<file path="config.mk">
export PLATFORM = sky130hd
export DESIGN_NAME = adcsc_top
export DESIGN_NICKNAME = d
export VERILOG_FILES = /design/src/design/adcsc_sar_step.v /design/src/design/adcsc_top.v
export VERILOG_INCLUDE_DIRS = /design/src /design/src/shared
export SDC_FILE = /design/constraint.sdc
export NUM_CORES = 1
export LEC_CHECK = 0
export BUFFER_PORTS_ARGS = -buffer_cell sky130_fd_sc_hd__buf_2
export CAP_MARGIN = 30
export CORE_MARGIN = 3
export CORE_UTILIZATION = 56
export CTS_CLUSTER_SIZE = 30
export DETAILED_ROUTE_END_ITERATION = 8
export MAX_ROUTING_LAYER = met4
export PLACE_DENSITY = 0.82
export SETUP_SLACK_MARGIN = 0.3
export SLEW_MARGIN = 10
export SYNTH_ARGS = -nofsm -noshare
export SYNTH_HDL_FRONTEND = slang
export SYNTH_SLANG_ARGS = --single-unit
</file>
<file path="constraint.sdc">
create_clock -name clk_i -period 2.18 [get_ports clk_i]
set_input_delay 0.218 -clock clk_i [delete_from_list [all_inputs] [get_ports clk_i]]
set_output_delay 0.218 -clock clk_i [all_outputs]
set_load 0.03 [all_outputs]
</file>
<file path="src/shared/adcsc_map.vh">
// Register map, field positions and timing constants of the converter sequencing control
`ifndef ADCSC_MAP_VH
`define ADCSC_MAP_VH

// ******************************************************************
// Register offsets
// ******************************************************************
`define ADCSC_ADDR_W        8
`define ADCSC_OFF_CSR       8'h70
`define ADCSC_OFF_RES_HIGH  8'h71
`define ADCSC_OFF_RES_LOW   8'h72

// ******************************************************************
// Control/status fields
// ******************************************************************
`define ADCSC_DONE_BIT      7
`define ADCSC_SPEED_BIT     6
`define ADCSC_ON_BIT        5
`define ADCSC_RSVD_BIT      4
`define ADCSC_CH_HI         3
`define ADCSC_CH_LO         0

// ******************************************************************
// Reset values and constants
// ******************************************************************
`define ADCSC_RESET_BYTE    8'h00
`define ADCSC_RESET_RES     10'h000
`define ADCSC_FULL_SCALE    10'h3FF
`define ADCSC_ZERO_SCALE    10'h000
`define ADCSC_LOW_PAD       6'h00
`define ADCSC_RES_W         10
`define ADCSC_SAMPLE_CYC    4'h3
`define ADCSC_LAST_BIT      4'h9
`define ADCSC_DIV4_LAST     2'h3
`define ADCSC_DIV2_LAST     2'h1
`define ADCSC_DIV_ZERO      2'h0

`endif

</file>
<file path="src/design/adcsc_sar_step.v">
// One successive-approximation step engine for a 10-bit result
`timescale 1ns/1ps
`include "adcsc_map.vh"

module adcsc_sar_step (
   input  wire       clk_i,
   input  wire       reset_n_i,
   input  wire       start_i,
   input  wire       abort_i,
   input  wire       step_en_i,
   input  wire       cmp_above_i,
   output reg  [9:0] trial_o,
   output reg        busy_o,
   output reg        done_o
);

   reg [3:0] bit_idx;
   reg [3:0] samp_cnt;
   reg       sampling;
   reg [9:0] mask;
   reg       settle;

   // ******************************************************************
   // Sampling then one bit decided per two conversion-clock enables
   // ******************************************************************
   always @(posedge clk_i or negedge reset_n_i) begin
      if (!reset_n_i) begin
         trial_o  <= `ADCSC_RESET_RES;
         busy_o   <= 1'b0;
         done_o   <= 1'b0;
         bit_idx  <= 4'h0;
         samp_cnt <= 4'h0;
         sampling <= 1'b0;
         mask     <= 10'h000;
         settle   <= 1'b0;
      end else begin
         done_o <= 1'b0;
         if (abort_i) begin
            busy_o   <= 1'b0;
            sampling <= 1'b0;
         end else if (start_i) begin
            busy_o   <= 1'b1;
            sampling <= 1'b1;
            samp_cnt <= 4'h0;
            bit_idx  <= 4'h0;
            mask     <= 10'h200;
            trial_o  <= 10'h200;
            settle   <= 1'b0;
         end else if (busy_o && step_en_i) begin
            if (sampling) begin
               samp_cnt <= samp_cnt + 4'h1;
               if (samp_cnt == `ADCSC_SAMPLE_CYC)
                  sampling <= 1'b0;
            end else begin
               // Comparator path lags the trial by three clocks, so each bit gets two enables
               settle <= !settle;
               if (settle) begin
                  // Keep or drop the trial bit, then try the next lower one
                  if (!cmp_above_i)
                     trial_o <= (trial_o & ~mask) | (mask >> 1);
                  else
                     trial_o <= trial_o | (mask >> 1);
                  mask    <= mask >> 1;
                  bit_idx <= bit_idx + 4'h1;
                  if (bit_idx == `ADCSC_LAST_BIT) begin
                     busy_o <= 1'b0;
                     done_o <= 1'b1;
                     if (!cmp_above_i)
                        trial_o <= trial_o & ~mask;
                     else
                        trial_o <= trial_o;
                  end
               end
            end
         end
      end
   end

endmodule

</file>
<file path="src/design/adcsc_top.v">
// Control, register file and sequencing of the 10-bit converter
`timescale 1ns/1ps
`include "adcsc_map.vh"
// What this block does
// - Input above upper reference reports all ones, no overflow flag.
// - Input below lower reference reports zero in both result registers.
// - Setting converter_on powers up and converts continuously until cleared.
// - Each completion while active and without a same-cycle channel change sets the done flag and loads the new result.
// - Reading the high result register clears the done flag.
// - A control_status write clears the done flag unless a completion without channel change lands in the same cycle.
// - Results are not latched; next completion overwrites both registers.
// - Channel change aborts, clears done, restarts on the new channel.
// - Clock select bit: zero divides by four, one divides by two.
// - Clearing converter_on stops conversion and disables the converter.
// - Four-bit channel_select picks analog input zero to fifteen in binary.
// - High result register holds result bits nine down to two.
// - Low result register reads zeros above result bits one and zero.
// - Control_status read/write except done flag, set only by hardware, and reserved bit four, never stored and read as zero.
// - Wait mode leaves converter running; halt mode disables it.
// - Reset clears all registers: converter off, channel zero.

module adcsc_top (
   input  wire       clk_i,
   input  wire       reset_n_i,
   input  wire [7:0] addr_i,
   input  wire [7:0] wdata_i,
   input  wire       wr_i,
   input  wire       rd_i,
   output reg  [7:0] rdata_o,
   input  wire       halt_i,
   input  wire       cmp_above_i,
   input  wire       over_range_i,
   input  wire       under_range_i,
   output reg  [3:0] analog_input_n_o,
   output reg  [9:0] dac_trial_o,
   output reg        converter_power_o,
   output reg        sample_o
);

   // ******************************************************************
   // Synchronisers for the analog-side levels and halt
   // ******************************************************************
   reg [1:0] cmp_sync;
   reg [1:0] over_sync;
   reg [1:0] under_sync;
   reg [1:0] halt_sync;

   always @(posedge clk_i or negedge reset_n_i) begin
      if (!reset_n_i) begin
         cmp_sync   <= 2'h0;
         over_sync  <= 2'h0;
         under_sync <= 2'h0;
         halt_sync  <= 2'h0;
      end else begin
         cmp_sync   <= {cmp_sync[0], cmp_above_i};
         over_sync  <= {over_sync[0], over_range_i};
         under_sync <= {under_sync[0], under_range_i};
         halt_sync  <= {halt_sync[0], halt_i};
      end
   end

   wire cmp_s   = cmp_sync[1];
   wire over_s  = over_sync[1];
   wire under_s = under_sync[1];
   wire halt_s  = halt_sync[1];

   // ******************************************************************
   // Control/status register
   // ******************************************************************
   reg       done_flag;
   reg       clock_select;
   reg       converter_on;
   reg [3:0] channel_select;
   reg [9:0] result;

   wire wr_csr   = wr_i && (addr_i == `ADCSC_OFF_CSR);
   wire rd_high  = rd_i && (addr_i == `ADCSC_OFF_RES_HIGH);
   wire ch_change = wr_csr && (wdata_i[`ADCSC_CH_HI:`ADCSC_CH_LO] != channel_select);
   // Wait mode needs no input: only halt gates the converter
   wire active   = converter_on && !halt_s;

   wire       conv_done;
   wire       conv_busy;
   wire [9:0] trial;

   always @(posedge clk_i or negedge reset_n_i) begin
      if (!reset_n_i) begin
         clock_select   <= 1'b0;
         converter_on   <= 1'b0;
         channel_select <= 4'h0;
      end else if (wr_csr) begin
         // Reserved bit and done flag are never stored
         clock_select   <= wdata_i[`ADCSC_SPEED_BIT];
         converter_on   <= wdata_i[`ADCSC_ON_BIT];
         channel_select <= wdata_i[`ADCSC_CH_HI:`ADCSC_CH_LO];
      end
   end

   // ******************************************************************
   // Done flag and result
   // ******************************************************************
   // Completion wins over a clear in the same cycle so no result is missed,
   // except when the write also changes channel, which aborts it anyway
   always @(posedge clk_i or negedge reset_n_i) begin
      if (!reset_n_i) begin
         done_flag <= 1'b0;
         result    <= `ADCSC_RESET_RES;
      end else begin
         if (conv_done && active && !ch_change) begin
            done_flag <= 1'b1;
            // Saturation uses the range comparators, no overflow flag
            if (over_s)
               result <= `ADCSC_FULL_SCALE;
            else if (under_s)
               result <= `ADCSC_ZERO_SCALE;
            else
               result <= trial;
         end else if (rd_high || wr_csr) begin
            done_flag <= 1'b0;
         end
      end
   end

   // ******************************************************************
   // Conversion clock divider
   // ******************************************************************
   reg [1:0] div_cnt;
   reg       step_en;
   wire [1:0] div_last = clock_select ? `ADCSC_DIV2_LAST : `ADCSC_DIV4_LAST;

   always @(posedge clk_i or negedge reset_n_i) begin
      if (!reset_n_i) begin
         div_cnt <= `ADCSC_DIV_ZERO;
         step_en <= 1'b0;
      end else if (!active) begin
         div_cnt <= `ADCSC_DIV_ZERO;
         step_en <= 1'b0;
      end else if (div_cnt >= div_last) begin
         div_cnt <= `ADCSC_DIV_ZERO;
         step_en <= 1'b1;
      end else begin
         div_cnt <= div_cnt + 2'h1;
         step_en <= 1'b0;
      end
   end

   // ******************************************************************
   // Sequencer
   // ******************************************************************
   localparam ST_OFF   = 3'b001;
   localparam ST_START = 3'b010;
   localparam ST_CONV  = 3'b100;

   reg [2:0] state;
   reg [2:0] next_state;
   wire      abort = !active || ch_change;

   always @* begin
      next_state = state;
      case (state)
         ST_OFF:   if (active) next_state = ST_START;
         ST_START: next_state = abort ? ST_OFF : ST_CONV;
         ST_CONV: begin
            if (!active)
               next_state = ST_OFF;
            else if (ch_change || conv_done)
               next_state = ST_START;
         end
         default:  next_state = ST_OFF;
      endcase
   end

   always @(posedge clk_i or negedge reset_n_i) begin
      if (!reset_n_i)
         state <= ST_OFF;
      else
         state <= next_state;
   end

   wire start_conv = (state == ST_START) && !abort;

   adcsc_sar_step u_sar (
      .clk_i       (clk_i),
      .reset_n_i   (reset_n_i),
      .start_i     (start_conv),
      .abort_i     (abort),
      .step_en_i   (step_en),
      .cmp_above_i (cmp_s),
      .trial_o     (trial),
      .busy_o      (conv_busy),
      .done_o      (conv_done)
   );

   // ******************************************************************
   // Outputs to the analog side and read data
   // ******************************************************************
   always @(posedge clk_i or negedge reset_n_i) begin
      if (!reset_n_i) begin
         analog_input_n_o  <= 4'h0;
         dac_trial_o       <= `ADCSC_RESET_RES;
         converter_power_o <= 1'b0;
         sample_o          <= 1'b0;
         rdata_o           <= `ADCSC_RESET_BYTE;
      end else begin
         analog_input_n_o  <= channel_select;
         dac_trial_o       <= trial;
         converter_power_o <= active;
         sample_o          <= start_conv;
         if (rd_i) begin
            case (addr_i)
               `ADCSC_OFF_CSR:
                  rdata_o <= {done_flag, clock_select, converter_on, 1'b0, channel_select};
               `ADCSC_OFF_RES_HIGH:
                  rdata_o <= result[9:2];
               `ADCSC_OFF_RES_LOW:
                  rdata_o <= {`ADCSC_LOW_PAD, result[1:0]};
               default:
                  rdata_o <= `ADCSC_RESET_BYTE;
            endcase
         end else begin
            rdata_o <= `ADCSC_RESET_BYTE;
         end
      end
   end

endmodule

</file>
Word-level counts from Yosys, hierarchy flattened --
Index checks and enable logic that the tools add are counted.
Word-level totals: bits in registers 87, input port bits 24, output and inout bits 24
Cells by class: add/subtract/negate cells 3, magnitude comparators 1, eq/ne operators 14, muxes and demuxes 54, bitwise operators 5, reductions and logical operators 29
Operator list (number):
- two-way mux 10 bit | 13
- two-way mux 4 bit | 7
- == test 8 x 7 -> 1 bit (second input constant) | 3
- two-way mux 1 bit | 24
- one-hot mux 8 bit (3 select lines) | 1
- OR 10 x 9 -> 10 bit | 2
- two-way mux 3 bit | 4
- bitwise AND 10 bit | 1
- inverter 10 bit | 1
- != test 3 bit (second input constant) | 3
- one-hot mux 3 bit (3 select lines) | 1
- nonzero test 3 bit | 3
- adder 4 x 1 -> 4 bit (second input constant) | 2
- logical AND 1 bit | 8
- two-way mux 8 bit | 1
- AND reduction 4 bit | 2
- nonzero test 2 bit | 4
- two-way mux 2 bit | 3
- AND reduction 3 bit | 2
- logical NOT 1 bit | 5
- AND reduction 5 bit | 1
- == test 4 x 2 -> 1 bit (second input constant) | 1
- == test 4 bit (second input constant) | 1
- != test 2 bit (second input constant) | 2
- other kinds (9) | 11

Depth between registers and ports, before layout --
Gate-level depths: netlist of the first run.
depth after elaboration 9, gate-level depth with buffers 7, gate-level depth less buffers 6

Hierarchy --
Synthesis of the first run repeated with hierarchy kept, for this count alone.
Unflattened totals: cell total of the unflattened synthesis 328, area total of the unflattened synthesis 3597.2 um^2
By module, submodules not included:
- adcsc_top | times used 1, cells each 163, area each 2099.5 um^2
- adcsc_sar_step | times used 1, cells each 165, area each 1497.7 um^2

Least setup slack after synthesis of the first run --
Ideal clock, no wire load.
kind reg-to-reg, start register u_sar.sampling, end register u_sar.trial_o[0], library setup time 0.119 ns, arrival 1.413 ns, required time 2.061 ns, setup slack 0.648 ns, cell stages (with the launch flop) 6, period minus slack after synthesis 1.532 ns, cells stage by stage dfrtp_1 > nand4b_1 > nor2_2 > a21oi_1 > o21ai_0 > a21bo_2
Between the ends: word-level cells in the longest chain between the ends 2
RTL lines:
- start, declared | line adcsc_sar_step.v:19 | reg sampling;
- start signal, assigned | line adcsc_sar_step.v:33 | sampling <= 1'b0;
- start signal, assigned | line adcsc_sar_step.v:40 | sampling <= 1'b0;
- start signal, assigned | line adcsc_sar_step.v:43 | sampling <= 1'b1;
- != test 2 bit (no source line)
- AND reduction 5 bit (no source line)
- end signal, assigned | line adcsc_sar_step.v:28 | trial_o <= `ADCSC_RESET_RES;
- end signal, assigned | line adcsc_sar_step.v:60 | trial_o <= (trial_o & ~mask) | (mask >> 1);
- end signal, assigned | line adcsc_sar_step.v:62 | trial_o <= trial_o | (mask >> 1);
- end, declared | line adcsc_sar_step.v:12 | output reg [9:0] trial_o,
Every way passes these cells. A chain may end at the register's enable or synchronous reset.

Worst setup path in the final report of the first run --
start register channel_select[3], end register u_sar.mask[2]
Between the ends: word-level cells in the longest chain between the ends 7, elaborated cells between the ends (all ways) 11, classes of those cells eq/ne (2); mux (1); bitwise (1); reduce/logical (7)
RTL lines:
- start, declared | line adcsc_top.v:73 | reg [3:0] channel_select;
- start signal, assigned | line adcsc_top.v:95 | channel_select <= wdata_i[`ADCSC_CH_HI:`ADCSC_CH_LO];
- != test 4 bit * | line adcsc_top.v:78 | wire ch_change = wr_csr && (wdata_i[`ADCSC_CH_HI:`ADCSC_CH_LO] != channel_select);
- logical AND 1 bit * | line adcsc_top.v:78
- logical OR 1 bit * | line adcsc_top.v:156 | wire abort = !active || ch_change;
- logical NOT 1 bit | line adcsc_top.v:180 | wire start_conv = (state == ST_START) && !abort;
- logical AND 1 bit | line adcsc_top.v:180
- != test 2 bit (no source line) / nonzero test 2 bit (equally long branches)
- AND reduction 4 bit (no source line)
- end signal, assigned | line adcsc_sar_step.v:63 | mask <= mask >> 1;
- end, declared | line adcsc_sar_step.v:20 | reg [9:0] mask;
Every way passes the cells marked *; elsewhere a longest branch is shown, timed or not.

==> metrics.md, run 1 <==
| Metric | Value |
|---|---|
| Status | `finished clean` |
| DRT iter0 DRCs | `181` |
| Hold Path Stages | `3` |
| Rel. slew slack | `58.6%` |
| Clk Latency, worst-skew pair | `0.36 ns` |
| Layout cells sized above 1 | `27.7%` |
| Hold_sp | `wdata_i[6]` |
| Cell with the most instances after synthesis | `dfrtp_1` |
| Unrepaired setup endpoints after global routing | `false` |
| Netlist cell types | `49` |
| Setup WS pre-CTS | `0.222 ns` |
| Worst setup SP type | `register` |
| Final Net Count | `395` |
| Most used routing layer | `met2` |
| WP data arrival | `2.14 ns` |
| Die Ht | `85.1 µm` |
| Vias after detailed routing | `2527` |
| ANT cells | `0` |
| Final hold vios | `0` |
| Met2 usage | `33.9%` |
| Total power | `3.02 mW` |
| Clock sink count | `87` |
| Cells on worst reg2reg path | `6` |
| Max-Cap Viols | `0` |
| DRC | `0` |
| Number of global-route vias before repair | `2537` |
| Non-Filler Instances | `447` |
| Primary FF master, synth | `dfrtp_1` |
| Syn Area/Cell | `11.6 µm²` |
| Slew @ Worst Pin | `0.621 ns` |
| Synth top area cells | `dfrtp_1 61%, a21oi_1 5.6%, o21ai_0 3.6%` |
| Final setup vio count | `0` |
| First-pass GRT wire length | `11900 µm` |
| Clock-pin slew on the worst setup and hold paths | `0.10 ns` |
| Post-Syn Instances | `303` |
| GRT Util Overall | `21.5%` |
| Worst min path class | `in2reg` |
| Gr ovfl total | `0` |
| CTS Buf Count | `9` |
| Async SR Flop Fraction | `100%` |
| CTS Buffer Depth | `2` |
| Clock skew | `0.0169 ns` |
| Fin crit share | `85.3%` |
| CP Class | `reg2reg` |
| CP Max Fanout | `9` |
| CTS tree | `yes` |
| Seq. cell area | `2180 µm²` |
| Min Clock Period, post-route | `1.86 ns` |
| PnR worst setup slack | `0.319 ns` |
| Vias per Instance | `5.65` |
| Io pins | `48` |
| GPL Wtd Cong | `0.798` |
| Hold Path Sink | `clock_select` |
| YS warnings | `0` |
| Yosys top cell by area | `dfrtp_1` |
| Core ar. | `5990 µm²` |
| PD cells | `722 nW/µm²` |
| GR Layer Usage met3 | `3.98%` |
| Max-slew violation count | `0` |
| Die ar. | `7240 µm²` |
| CTS H-tree lvls | `3` |
| CP Capture Type | `register` |
| Dpl cells | `424` |
| DRT antenna net count | `0` |
| WL/cell | `15.8 µm` |
| Cell Chain, Critical Path | `xnor2_1 -> and4_1 -> o21ai_4 -> nor3_2 -> clkbuf_4 -> a22o_1` |
| Initial antenna violation count | `0` |
| Sequential share of the synthesized area | `62.2%` |
| Max stage delay on crit path | `0.43 ns` |
| Post-Syn Area | `3500 µm²` |
| Post-synth top area share | `61.5%` |
| Number of synthesized flops with an enable pin | `0` |
| Initial Util | `58.5%` |
| Post-DP HPWL | `4760 µm` |
| Footprint of the multi-input gates | `1270 µm²` |
| Worst Path Required | `2.46 ns` |
| Layout fillers | `405` |
| FF-to-FF setup slack | `0.32 ns` |
| Slowest stage cell, crit path | `dfrtp_1` |
| Largest net degree at the start of global routing | `52` |
| Total Wirelength | `7070 µm` |
| Die width | `85.1 µm` |
| Peak supply drop | `374 µV` |
| Rows | `28` |
| Top cells by count, synth | `86 x dfrtp_1, 39 x a21oi_1, 32 x nor2_1` |
| PortBufs | `45` |
| Reg2Reg Launch Point | `channel_select[3]` |
| F_max | `537 MHz` |
| Net Count, Synth | `331` |
| Yosys reg bits | `87` |
| CTS root buffer | `clkbuf_8` |
| First-pass iteration count of the detailed router | `4` |
| Met1 Usage GRT | `27.5%` |
| Worst r2r dst | `u_sar.mask[2]` |
| Area Growth Syn to Fin | `19.4%` |
| Pleak | `2.03 nW` |
## timing repair
| item | CTS | global route |
|---|---|---|
| resized for setup | 1 | 9 |
| pin swaps | 0 | 2 |
| hold endpoints to repair | 52 | 0 |
| buffers inserted | 0 | 2 |
| endpoints found under the setup margin | 11 | 23 |
| hold buffers | 5 | 0 |
## routing by layer
layer  vias up  wire, µm  part of all wire (%)
li1       1196         -                     -
met4         0       129                   1.8
met1      1248      3040                    43
met5         -         0                     0
met3        11       367                   5.2
met2        72      3540                    50
## cell usage in the layout, fill, tap and decap left out, drive strengths merged
cell / count
or3: 1
a21o: 1
and2: 1
bufinv: 2
inv: 5
buf: 58
nand3: 4
clkbuf: 11
nand2b: 5
dfrtp: 86
nand4: 3
o31ai: 3
nor2b: 1
a21oi: 40
xnor2: 4
mux2: 1
nor2: 34
or4: 1
a22o: 11
o21ai: 27
nor3b: 2
mux2i: 8
and4b: 1
ha: 4
clkinv: 3
a21bo: 9
clkinvlp: 1
dfstp: 1
or2: 2
o41ai: 1
dlygate4sd3: 5
nand2: 24
and4: 2
a31o: 1
nor3: 4
or3b: 1
nand4b: 1
and3: 2
a211oi: 1
## where the power goes
group | switching, mW | internal (mW)
Combinational | 0.0897 | 0.0576
Sequential | 0.0159 | 1.63
Clock | 0.568 | 0.654
Total | 0.673 | 2.35
## worst max path at each step
| stage | startpoint | endpoint | depth (start not counted) |
|---|---|---|---|
| 2_1_floorplan | u_sar.sampling | u_sar.trial_o[0] | 5 |
| 3_3_place_gp | channel_select[3] | u_sar.bit_idx[0] | 5 |
| 3_5_place_dp | channel_select[2] | u_sar.bit_idx[0] | 5 |
| 4_1_cts | channel_select[2] | u_sar.mask[2] | 6 |
| 5_1_grt | channel_select[3] | u_sar.bit_idx[3] | 5 |
| 6_report | channel_select[3] | u_sar.mask[2] | 6 |
## cell type report
| type | count | area share [%] |
|---|---|---|
| Sequential cell | 87 | 52.1 |
| Clock buffer | 10 | 3.05 |
| Clock inverter | 6 | 2.24 |
| Multi-Input combinational cell | 200 | 30.5 |
| Inverter | 5 | 0.449 |
| Timing Repair Buffer | 64 | 9.45 |
| Tap cell | 75 | 2.24 |
## worst max-delay path: cells and delay by family (launching register included)
kind | cells | cell delay (ns)
DFF | 1 | 0.43
buffers and inverters | 1 | 0.26
xor gates and xnor gates | 1 | 0.27
AOI/OAI and AO/OA | 2 | 0.24
and+or+nand+nor | 2 | 0.58
## flip-flops by register name (all words and copies together), names as in the netlist, 8 cells and up
register	cells
dac_trial_o	10
result	10
u_sar.mask	10
u_sar.trial_o	10
rdata_o	8
## logic make-up (layout without fill, tap and decap cells)
kind of cell / Yosys count / after routing / share of synthesized area [%]
xor+xnor: 4 / 4 / 1.00
flops: 87 / 87 / 62.2
simple gates: 89 / 89 / 13.0
fa+ha+maj: 4 / 4 / 1.43
mux: 9 / 9 / 2.61
compound gates: 94 / 94 / 17.3
buf+inv: 16 / 85 / 2.43
## per-stage QoR
stage	hold slack, ns	area, µm²	setup TNS (ns)	utilization [%]
6_report	0.0438	4180	0	69.8
4_1_cts	0.0346	4120	0	68.8
5_1_grt	0.0507	4180	0	69.8
3_5_place_dp	0.280	3840	0	64.2
3_3_place_gp	0.267	3840	-0.00596	64.1
2_1_floorplan	-0.0776	3500	0	-
Note: power is estimated with default switching activity, not from simulation.
==> inputs of run 2 (changes only) <==
CORE_UTILIZATION = 51   (was 56)
PLACE_DENSITY = 0.79   (was 0.82)
clock period = 1.54 ns   (was 2.18 ns; I/O delays follow)
==> metrics.md, run 2 (synthesis results as in run 1) <==
| Metric | Value |
|---|---|
| GPL Wtd Cong | `0.854` |
| Met2 usage | `34.9%` |
| Worst min path class | `in2reg` |
| Die width | `88.9 µm` |
| Most used routing layer | `met2` |
| Clk Latency, worst-skew pair | `0.36 ns` |
| CTS H-tree lvls | `3` |
| Layout cells sized above 1 | `39.8%` |
| Vias after detailed routing | `2644` |
| Internal power | `3.03 mW` |
| Rows | `29` |
| Die Ht | `88.9 µm` |
| PortBufs | `45` |
| Slowest stage cell, crit path | `dfrtp_1` |
| Slew @ Worst Pin | `0.470 ns` |
| Net Sw Power | `1.05 mW` |
| CP Capture Type | `register` |
| Most common cell after layout, fill and taps aside | `dfrtp_1` |
| Rel. slew slack | `68.7%` |
| Worst Path Required | `1.78 ns` |
| F_max | `592 MHz` |
| Hold_sp | `wdata_i[6]` |
| First-pass GRT wire length | `12500 µm` |
| Worst setup SP type | `register` |
| Layout fillers | `406` |
| Violated checks | `negative setup slack` |
| Commonest cells after routing, fill and taps aside | `86 x dfrtp_1, 45 x buf_2, 35 x a21oi_1` |
| Reg2Reg Launch Point | `channel_select[1]` |
| Post-route cell area | `4610 µm²` |
| Final setup vio count | `39` |
| DRC | `0` |
| PnR worst setup slack | `-0.149 ns` |
| Io pins | `48` |
| GR Layer Usage met3 | `4.75%` |
| Area Growth Syn to Fin | `31.5%` |
| Non-Filler Instances | `474` |
| CP Class | `reg2reg` |
| Max stage delay on crit path | `0.42 ns` |
| Combinational power share | `6.1%` |
| DRT iter0 DRCs | `137` |
| Dpl cells | `445` |
| Clock-pin slew on the worst setup and hold paths | `0.09 ns` |
| Setup WS pre-CTS | `-0.132 ns` |
| WL/cell | `16.9 µm` |
| CTS Buf Count | `9` |
| GRT Util Overall | `21.6%` |
| Initial Util | `53.9%` |
| Total power | `4.08 mW` |
| Sw Share | `25.7%` |
| Initial antenna violation count | `0` |
| Max-Cap Viols | `0` |
| Final hold vios | `0` |
| Min Clock Period, post-route | `1.69 ns` |
| CTS root buffer | `clkbuf_8` |
| ANT cells | `0` |
| Post-DP HPWL | `5060 µm` |
| CP Max Fanout | `6` |
| Met1 Usage GRT | `26.7%` |
| Peak supply drop | `482 µV` |
| Max-slew violation count | `0` |
| Vias per Instance | `5.58` |
| Placed cell areas | `4060 µm²` |
| CTS tree | `yes` |
| Sequential Power Share | `57.2%` |
| CP delay by family, top | `flip-flops` |
| Fin crit share | `110%` |
| Pleak | `2.19 nW` |
| Number of global-route vias before repair | `2688` |
| Total Wirelength | `8020 µm` |
| First-pass iteration count of the detailed router | `4` |
| Clock skew | `0.0113 ns` |
| Critical path origin | `channel_select[1]` |
| Clk pwr share | `36.7%` |
| Buf+Inv Stages, Crit Path | `1` |
| Core Util, Final | `70.9%` |
| Clock sink count | `87` |
| PD cells | `886 nW/µm²` |
| Gr ovfl total | `0` |
| Largest net degree at the start of global routing | `88` |
| WP data arrival | `1.93 ns` |
| Status | `finished with violations` |
| Core ar. | `6490 µm²` |
| Die ar. | `7900 µm²` |
| Unrepaired setup endpoints after global routing | `true` |
| DRT antenna net count | `0` |
| Cell Chain, Critical Path | `xnor2_2 -> and4_4 -> o21ai_4 -> nor3_4 -> buf_6 -> mux2_2` |
| Final Net Count | `420` |
| CTS Buffer Depth | `2` |
-- run 2: worst min-delay path, delay by kind of cell --
kind / cells / cell delay, ns
buffers and inverters: 1 / 0.08
and+or+nand+nor: 2 / 0.10
-- run 2: layout make-up --
| class | count | area (µm²) | share of cell area [%] |
|---|---|---|---|
| timing repair buffer | 89 | 663 | 14.4 |
| sequential | 87 | 2180 | 47.3 |
| clock buffer | 9 | 124 | 2.69 |
| multi-input combinational | 200 | 1460 | 31.7 |
| clock inverter | 7 | 66.3 | 1.44 |
| tap | 77 | 96.3 | 2.09 |
| inverter | 5 | 18.8 | 0.407 |
-- run 2: timing repair --
item                                    in CTS  in global routing
endpoints found under the hold margin       90                  0
buffers inserted                             4                  2
gates cloned                                 0                  2
pin swaps                                   14                 20
resized for setup                           38                 35
endpoints found under the setup margin      47                 48
hold buffers                                 5                  0
-- run 2: layer usage --
layer  wire (µm)  share of wire [%]  vias to the layer above
li1            -                  -                     1245
met1        3340                 42                     1310
met2        4220                 53                       75
met3         353                4.4                       14
met4          97                1.2                        0
met5           0                  0                        -
-- run 2: worst paths after layout --
path / endpoint / slack, ns / depth (start not counted)
max reg2reg: u_sar.bit_idx[0] / -0.15 / 6
min in group asynchronous: channel_select[2] / 0.35 / 3
max in group asynchronous: u_sar.mask[0] / 0.80 / 3
max: u_sar.bit_idx[0] / -0.15 / 6
min reg2reg: over_sync[1] / 0.35 / 0
min: clock_select / 0.01 / 3
-- run 2: power groups by stage --
stage	clock, mW	combinational [mW]	sequential (mW)
final	1.50	0.247	2.33
after global routing	1.62	0.272	2.34
after detailed placement	0	0.214	2.38
after global placement	0	0.208	2.38
after CTS	1.51	0.237	2.33
after floorplan	0	0.0782	2.39
-- run 2: metrics by stage --
stage | setup TNS (ns) | hold WS [ns]
2_1_floorplan | 0 | -0.142
3_3_place_gp | -0.721 | 0.223
3_5_place_dp | -1.54 | 0.226
4_1_cts | -1.21 | 0.00866
5_1_grt | -5.37 | 0.00267
6_report | -2.79 | 0.0131
